<file path="config.mk">
export PLATFORM = sky130hd
export DESIGN_NAME = line_unit_global_control
export DESIGN_NICKNAME = d
export VERILOG_FILES = /design/src/line_unit_global_control.v
export VERILOG_INCLUDE_DIRS = /design/src /design/src/common
export SDC_FILE = /design/constraint.sdc
export NUM_CORES = 1
export LEC_CHECK = 0
export BUFFER_PORTS_ARGS = -buffer_cell sky130_fd_sc_hd__buf_2
export CAP_MARGIN = 15
export CORE_MARGIN = 1
export CORE_UTILIZATION = 57
export CTS_BUF_LIST = sky130_fd_sc_hd__clkbuf_4 sky130_fd_sc_hd__clkbuf_8
export DETAILED_ROUTE_END_ITERATION = 8
export PLACE_DENSITY = 0.95
export RECOVER_POWER = 50
export SYNTH_ARGS = -nofsm -noshare
export SYNTH_HDL_FRONTEND = slang
export SYNTH_SLANG_ARGS = --single-unit
export TNS_END_PERCENT = 1
</file>
<file path="constraint.sdc">
create_clock -name sys_clk_in -period 5.2 [get_ports sys_clk_in]
set_input_delay 1.04 -clock sys_clk_in [delete_from_list [all_inputs] [get_ports sys_clk_in]]
set_output_delay 1.04 -clock sys_clk_in [all_outputs]
set_load 0.01 [all_outputs]
</file>
<file path="src/common/line_unit_map.vh">
// line_unit_map.vh - offsets, field positions, reset values and timing counts
// for the line unit global control block; definitions only
`ifndef LINE_UNIT_MAP_VH
`define LINE_UNIT_MAP_VH

// register offsets (byte addresses on the microprocessor port)
`define GCR0_ADDR        12'hfe0
`define SEG8_ADDR        12'hfe8
`define EQC_ADDR_BASE    12'hf00
// field positions in global control register zero
`define RAIL_SELECT_BIT  7
`define AUTO_ONES_BIT    6
`define RX_EDGE_BIT      5
`define TX_EDGE_BIT      4
`define POLARITY_BIT     3
`define INT_GATE_BIT     1
`define SW_RESET_BIT     0
// pulse segment field: sign at top, magnitude below
`define SEG_SIGN_BIT     6
`define SEG_MAG_MSB      5
// equalizer control code that selects arbitrary pulse mode
`define EQC_ARBITRARY    5'h1f
// reset values
`define GCR0_RESET       8'h00
`define SEG8_RESET       8'h00
// software reset hold time in ns, and clock period in ns
`define SW_RESET_HOLD_NS 10000
`define CLK_PERIOD_NS    40
`define SW_RESET_CYCLES  ((`SW_RESET_HOLD_NS + `CLK_PERIOD_NS - 1) / `CLK_PERIOD_NS)

`endif

</file>
<file path="src/line_unit_global_control.v">
// line_unit_global_control.v - global control register zero, the eighth
// pulse segment register, bypass rail timing, interrupt gating, soft reset.
// assumes an 8-bit asynchronous-style register port synchronous to sys_clk_in,
// and a bypass link clock arriving from outside, sampled by sys_clk_in.
`timescale 1ns/1ps
`include "line_unit_map.vh"

module line_unit_global_control
(
	// clock, reset, enable
	input  wire        sys_clk_in,
	input  wire        rst_b_in,
	input  wire        clk_en_in,
	// microprocessor register port
	input  wire        reg_sel_in,
	input  wire        reg_wr_in,
	input  wire [11:0] reg_addr_in,
	input  wire [7:0]  reg_wdata_in,
	output reg  [7:0]  reg_rdata_out,
	// per-channel state from the line unit
	input  wire [7:0]  receive_signal_loss_in,
	input  wire [4:0]  equalizer_control_in,
	input  wire [7:0]  source_status_in,
	input  wire [7:0]  source_enable_in,
	// bypass link from external framer logic
	input  wire        receive_line_clock_in,
	input  wire        transmit_line_clock_in,
	input  wire        transmit_positive_rail_in,
	input  wire        transmit_negative_rail_in,
	input  wire        recovered_positive_in,
	input  wire        recovered_negative_in,
	output reg         receive_positive_rail_out,
	output reg         receive_negative_rail_out,
	output reg         line_positive_out,
	output reg         line_negative_out,
	// controls and status
	output reg  [6:0]  pulse_segment_eight_out,
	output wire        pulse_segment_active_out,
	output wire        rail_select_out,
	output reg  [7:0]  all_ones_out,
	output reg         line_interrupt_out,
	output reg         internal_reset_b_out
);

	reg  [7:0]  gcr0;
	reg  [7:0]  seg8;
	reg  [13:0] hold_count;
	reg  [1:0]  rx_clk_sync;
	reg  [1:0]  tx_clk_sync;
	reg  [1:0]  transmit_positive_rail_sync;
	reg  [1:0]  transmit_negative_rail_sync;
	reg         rx_clk_last;
	reg         tx_clk_last;
	reg         soft_reset_b;
	wire        write_gcr0;
	wire        write_seg8;
	wire        rx_rise;
	wire        rx_fall;
	wire        tx_rise;
	wire        tx_fall;
	wire        rx_update;
	wire        tx_sample;
	wire        polarity;
	wire [7:0]  masked_source;
	reg  [2:0]  sr_state;
	reg  [2:0]  next_sr_state;
	reg  [13:0] next_hold_count;
	genvar      ch;

	localparam [2:0] SR_IDLE  = 3'b001;
	localparam [2:0] SR_COUNT = 3'b010;
	localparam [2:0] SR_FIRE  = 3'b100;

	// either edge of a sampled clock, chosen by a select bit
	function edge_pick;
		input sel_rise;
		input rise;
		input fall;
		begin
			edge_pick = sel_rise ? rise : fall;
		end
	endfunction

	// full-width address match, shared by the write strobes and the read mux
	function addr_hit;
		input [11:0] addr;
		input [11:0] target;
		begin
			addr_hit = (addr == target);
		end
	endfunction

	assign write_gcr0 = reg_sel_in & reg_wr_in & addr_hit(reg_addr_in, `GCR0_ADDR);
	assign write_seg8 = reg_sel_in & reg_wr_in & addr_hit(reg_addr_in, `SEG8_ADDR);
	assign polarity   = gcr0[`POLARITY_BIT];
	assign rail_select_out = gcr0[`RAIL_SELECT_BIT];
	assign pulse_segment_active_out = (equalizer_control_in == `EQC_ARBITRARY);

	// registers: untouched by the soft reset, only the pin reset clears them
	always @(posedge sys_clk_in or negedge rst_b_in)
	begin
		if (!rst_b_in)
		begin
			gcr0 <= `GCR0_RESET;
			seg8 <= `SEG8_RESET;
		end
		else if (clk_en_in)
		begin
			if (write_gcr0)
				gcr0 <= reg_wdata_in;
			if (write_seg8)
				seg8 <= reg_wdata_in;
		end
	end

	always @*
	begin
		reg_rdata_out = 8'h00;
		if (addr_hit(reg_addr_in, `GCR0_ADDR))
			reg_rdata_out = {gcr0[7:3], 1'b0, gcr0[1:0]};
		else if (addr_hit(reg_addr_in, `SEG8_ADDR))
			reg_rdata_out = seg8;
	end

	// soft reset only after the bit has stood the full hold time;
	// clearing the bit at any point drops back to idle, so short pulses do nothing
	always @*
	begin
		next_sr_state   = sr_state;
		next_hold_count = hold_count;
		case (sr_state)
			SR_IDLE:
			begin
				next_hold_count = 14'h0000;
				if (gcr0[`SW_RESET_BIT])
					next_sr_state = SR_COUNT;
			end
			SR_COUNT:
			begin
				if (!gcr0[`SW_RESET_BIT])
				begin
					next_sr_state   = SR_IDLE;
					next_hold_count = 14'h0000;
				end
				else if (hold_count > `SW_RESET_CYCLES)
					next_sr_state = SR_FIRE;
				else
					next_hold_count = hold_count + 14'h0001;
			end
			SR_FIRE:
			begin
				if (!gcr0[`SW_RESET_BIT])
				begin
					next_sr_state   = SR_IDLE;
					next_hold_count = 14'h0000;
				end
			end
			default:
			begin
				next_sr_state   = SR_IDLE;
				next_hold_count = 14'h0000;
			end
		endcase
	end

	always @(posedge sys_clk_in or negedge rst_b_in)
	begin
		if (!rst_b_in)
		begin
			sr_state     <= SR_IDLE;
			hold_count   <= 14'h0000;
			soft_reset_b <= 1'b1;
		end
		else if (clk_en_in)
		begin
			sr_state     <= next_sr_state;
			hold_count   <= next_hold_count;
			soft_reset_b <= (next_sr_state != SR_FIRE);
		end
	end

	always @(posedge sys_clk_in or negedge rst_b_in)
	begin
		if (!rst_b_in)
			internal_reset_b_out <= 1'b0;
		else if (clk_en_in)
			internal_reset_b_out <= soft_reset_b;
	end

	// link clocks and transmit rails pass two flops before any logic reads them; the recovered rails are read directly
	always @(posedge sys_clk_in or negedge rst_b_in)
	begin
		if (!rst_b_in)
		begin
			rx_clk_sync <= 2'h0;
			tx_clk_sync <= 2'h0;
			transmit_positive_rail_sync   <= 2'h0;
			transmit_negative_rail_sync   <= 2'h0;
			rx_clk_last <= 1'b0;
			tx_clk_last <= 1'b0;
		end
		else if (clk_en_in)
		begin
			rx_clk_sync <= {rx_clk_sync[0], receive_line_clock_in};
			tx_clk_sync <= {tx_clk_sync[0], transmit_line_clock_in};
			transmit_positive_rail_sync   <= {transmit_positive_rail_sync[0], transmit_positive_rail_in};
			transmit_negative_rail_sync   <= {transmit_negative_rail_sync[0], transmit_negative_rail_in};
			rx_clk_last <= rx_clk_sync[1];
			tx_clk_last <= tx_clk_sync[1];
		end
	end

	assign rx_rise   = rx_clk_sync[1] & ~rx_clk_last;
	assign rx_fall   = ~rx_clk_sync[1] & rx_clk_last;
	assign tx_rise   = tx_clk_sync[1] & ~tx_clk_last;
	assign tx_fall   = ~tx_clk_sync[1] & tx_clk_last;
	assign rx_update = edge_pick(~gcr0[`RX_EDGE_BIT], rx_rise, rx_fall);
	assign tx_sample = edge_pick(gcr0[`TX_EDGE_BIT], tx_rise, tx_fall);

	// receive rails; idle at the polarity level while the soft reset stands
	always @(posedge sys_clk_in or negedge rst_b_in)
	begin
		if (!rst_b_in)
		begin
			receive_positive_rail_out <= 1'b0;
			receive_negative_rail_out <= 1'b0;
		end
		else if (clk_en_in)
		begin
			if (!soft_reset_b)
			begin
				receive_positive_rail_out <= polarity;
				receive_negative_rail_out <= polarity;
			end
			else if (rx_update)
			begin
				receive_positive_rail_out <= recovered_positive_in ^ polarity;
				receive_negative_rail_out <= recovered_negative_in ^ polarity;
			end
		end
	end

	// transmit rails, polarity undone so the line side always sees active high
	always @(posedge sys_clk_in or negedge rst_b_in)
	begin
		if (!rst_b_in)
		begin
			line_positive_out <= 1'b0;
			line_negative_out <= 1'b0;
		end
		else if (clk_en_in)
		begin
			if (!soft_reset_b)
			begin
				line_positive_out <= 1'b0;
				line_negative_out <= 1'b0;
			end
			else if (tx_sample)
			begin
				line_positive_out <= transmit_positive_rail_sync[1] ^ polarity;
				line_negative_out <= transmit_negative_rail_sync[1] ^ polarity;
			end
		end
	end

	// segment value and interrupt level
	always @(posedge sys_clk_in or negedge rst_b_in)
	begin
		if (!rst_b_in)
		begin
			pulse_segment_eight_out <= 7'h00;
			line_interrupt_out      <= 1'b0;
		end
		else if (clk_en_in)
		begin
			if (!soft_reset_b)
			begin
				pulse_segment_eight_out <= 7'h00;
				line_interrupt_out      <= 1'b0;
			end
			else
			begin
				// zero when not in arbitrary mode so the shaper ignores it
				pulse_segment_eight_out <= pulse_segment_active_out ?
					{seg8[`SEG_SIGN_BIT], seg8[`SEG_MAG_MSB:0]} : 7'h00;
				line_interrupt_out <= gcr0[`INT_GATE_BIT] & (|masked_source);
			end
		end
	end

	// per-channel source masking and all-ones requests
	generate
		for (ch = 0; ch < 8; ch = ch + 1)
		begin : lane
			assign masked_source[ch] = source_status_in[ch] & source_enable_in[ch];
			always @(posedge sys_clk_in or negedge rst_b_in)
			begin
				if (!rst_b_in)
					all_ones_out[ch] <= 1'b0;
				else if (clk_en_in)
				begin
					if (!soft_reset_b)
						all_ones_out[ch] <= 1'b0;
					else
						all_ones_out[ch] <= gcr0[`AUTO_ONES_BIT] & receive_signal_loss_in[ch];
				end
			end
		end
	endgenerate

endmodule // line_unit_global_control

</file>
==> results.md <==
- Status: finished with violations
- Failing checks: capacitance limit, slew limit
- Finish-stage setup viols: 0
- Commonest non-fill, non-tap cell in the layout: buf_2
- Pwr Density: 300.7 nW/um2
- Vias in the first global route: 2255
- Final Skew: 0.009603 ns
- Grt peak-use layer: met2
- Worst relative slew slack: -1.199
- Max Buffers Root-to-Sink: 2
- Final TNS setup: 0 ns
- CP Max Fanout: 7
- WL final: 6562 um
- Worst path arrival time: 2.77 ns
- CP Class: input port to primary output
- Num CTS Buffers: 9
- Area Overhead vs Synth: 23.73%
- Most frequent cells in the layout: 89 x buf_2, 62 x dfrtp_1, 30 x nand2_1, 27 x inv_1, 21 x mux2_2
- Number of synthesized flops with an enable pin: 0
- Main synth FF type: dfrtp_1
- Die height: 74.93 um
- #FFs+latches synth: 64
- Vias: 2472
- Max Clk Rate: 262.4 MHz
- Post-CTS Hold Buffers: 0
- IO Pins: 91
- DP Area: 3535 um2
- Total global-route track usage: 0.2522
- GR Overflow Total: 0
- Antenna Cells: 0
- Avg Vias per Cell: 5.530
- Setup crit start kind: input port
- Pin count of the biggest net entering global routing: 65
- Distinct cells, synth: 46
- Mean Syn Cell Area: 10.83 um2
- Fin. Hold Viols: 0
- RSZ-0062 raised after global routing: no
- Worst Max-Slew Pin Slew: 3.299 ns
- Req. time, crit path: 4.16 ns
- Core area: 5107 um2
- Mapped Area: 3032 um2
- Post-cts sizing count: 0
- Final net count: 434
- First-pass GRT wire length: 10250 um
- PortBufs: 90
- Fin crit period: 3.811 ns
- Total Die Area: 5615 um2
- Syn. warnings: 0
- TritonCTS clock tree: built
- Final Cycle Share: 0.7329
- Final Cell Area: 3751 um2
- DRT iter0 DRCs: 137
- Share of post-route cells with drive strength above 1: 0.3820
- LEAKAGE: 0.001896 uW
- Root buf cell: clkbuf_8
- MaxCap Viol Count: 2
- Synth Instances: 280
- Worst-skew pair later-pin latency: 0.34 ns
- Drc violations: 0
- Die X: 74.93 um
- Clock Sinks: 64
- Asr flop ratio synth: 1.000
- Net Count, Synth: 342
- Seq/Total Area, Yosys: 0.5291
- Starting Density: 0.5936
- Met1 usage: 0.3164
- WL per Instance: 14.68 um
- Worst-path clk slew: 0.06 ns
- Initial antenna violation count: 0
- M2 GR Usage: 0.4104
- RePlAce Congestion: 0.7561
- Total setup buffers inserted after CTS: 0
- Post-route ant nets: 0
- Crit path capture type: primary output
- Worst min-delay path class: flop to flop
- Max H-tree Level: 3
- Pre-antenna DRT Iters: 4
- Dpl hpwl: 4637 um
- VDD IR max: 260.8 uV
- Met3 GRT Util: 0.06426
- Max-slew violations: 118
- Std cell rows: 26
==> power by group <==
part	total [uW]	switching [uW]	internal, uW	leakage [uW]
Sequential	539	15.0	524	0.000853
Clock	481	183	299	0.000118
Combinational	108	53.7	54.1	0.000925
Total	1130	251	877	0.00190
==> cell usage after synthesis (3+ instances only) <==
| master | count | area (um2) |
|---|---|---|
| dfrtp_1 | 62 | 1551 |
| nand2_1 | 30 | 112.6 |
| inv_1 | 27 | 101.4 |
| mux2_2 | 21 | 236.5 |
| o21ai_0 | 16 | 80.08 |
| nor2_1 | 10 | 37.54 |
| a22o_1 | 9 | 78.83 |
| o22ai_1 | 9 | 56.30 |
| a21oi_1 | 7 | 35.03 |
| clkbuf_1 | 7 | 26.28 |
| mux2_4 | 7 | 105.1 |
| and2_1 | 5 | 31.28 |
| mux2i_1 | 5 | 50.05 |
| nand4_1 | 5 | 31.28 |
| nor3_1 | 5 | 25.02 |
| a22oi_1 | 4 | 30.03 |
| nand3_1 | 4 | 20.02 |
| o21a_1 | 4 | 30.03 |
| a21boi_0 | 3 | 22.52 |
| nand2b_1 | 3 | 18.77 |
| xnor2_1 | 3 | 26.28 |
==> path summary, 6_finish.rpt <==
path	endpoint	cells after the start	slack, ns	startpoint
setup / recovery	reg_rdata_out[3]	6	1.39	reg_addr_in[1]
hold / removal	hold_count[9]$_DFFE_PN0P_	1	0.49	hold_count[9]$_DFFE_PN0P_
setup reg to reg	hold_count[5]$_DFFE_PN0P_	5	3.24	sr_state[0]$_DFFE_PN1P_
hold reg to reg	hold_count[9]$_DFFE_PN0P_	1	0.49	hold_count[9]$_DFFE_PN0P_
max in group asynchronous	sr_state[1]$_DFFE_PN0P_	2	1.44	rst_b_in
min in group asynchronous	all_ones_out[3]$_DFFE_PN0P_	2	1.90	rst_b_in
==> cell type report <==
type                       instances  area, um2
timing repair buffer              92      456.7
sequential                        64       1604
tap                               70      87.58
multi-input combinational        178       1276
inverter                          27      101.3
clock buffer                      13      160.2
clock inverter                     3      65.06
fill                             355       1356
==> state kept, by name, summed over array words and instances (netlist names) <==
| signal | flops |
|---|---|
| receive_positive_rail_out | 1 |
| tx_clk_sync | 2 |
| sr_state | 3 |
| transmit_negative_rail_sync | 2 |
| transmit_positive_rail_sync | 2 |
| soft_reset_b | 1 |
| line_positive_out | 1 |
| line_interrupt_out | 1 |
| gcr0 | 7 |
| seg8 | 8 |
| all_ones_out | 8 |
| rx_clk_last | 1 |
| tx_clk_last | 1 |
| rx_clk_sync | 2 |
| hold_count | 14 |
| line_negative_out | 1 |
| receive_negative_rail_out | 1 |
| internal_reset_b_out | 1 |
| pulse_segment_eight_out | 7 |
==> kinds of logic after synthesis <==
family,count (synthesis),share of synthesized area
adder cells (fa/ha/maj),2,0.008253
AO/OA/AOI/OAI,61,0.1337
XOR/XNOR,5,0.01445
buffers and inverters,38,0.04994
flip-flops,64,0.5291
multiplexers,33,0.1292
AND/OR/NAND/NOR,77,0.1354
==> critical path: stages <==
cell,delay (ns)
buf_2,0.11
nor4b_2,0.27
nand4b_1,0.22
nor3_1,0.74
a22o_1,0.27
buf_2,0.13
==> per-layer routing <==
metal | up-vias | part of all wire | routed length (um)
met5 | - | 0 | 0
met4 | 0 | 0.021 | 140
met3 | 15 | 0.046 | 304
met2 | 92 | 0.51 | 3370
met1 | 1198 | 0.42 | 2747
li1 | 1167 | - | -
==> stage by stage <==
stage,hold WS (ns),std cells,setup slack (ns),util,power (uW)
finish,0.4896,447,1.389,0.7344,1128
CTS,0.4945,447,1.375,0.7362,1134
global placement,0.4732,431,1.548,0.6921,651.3
detailed placement,0.4803,431,1.381,0.6921,657.1
floorplan,0.4546,280,1.923,-,599.2
global route,0.5056,447,0.6834,0.7344,1170
Power figures use the tool's default switching activity.
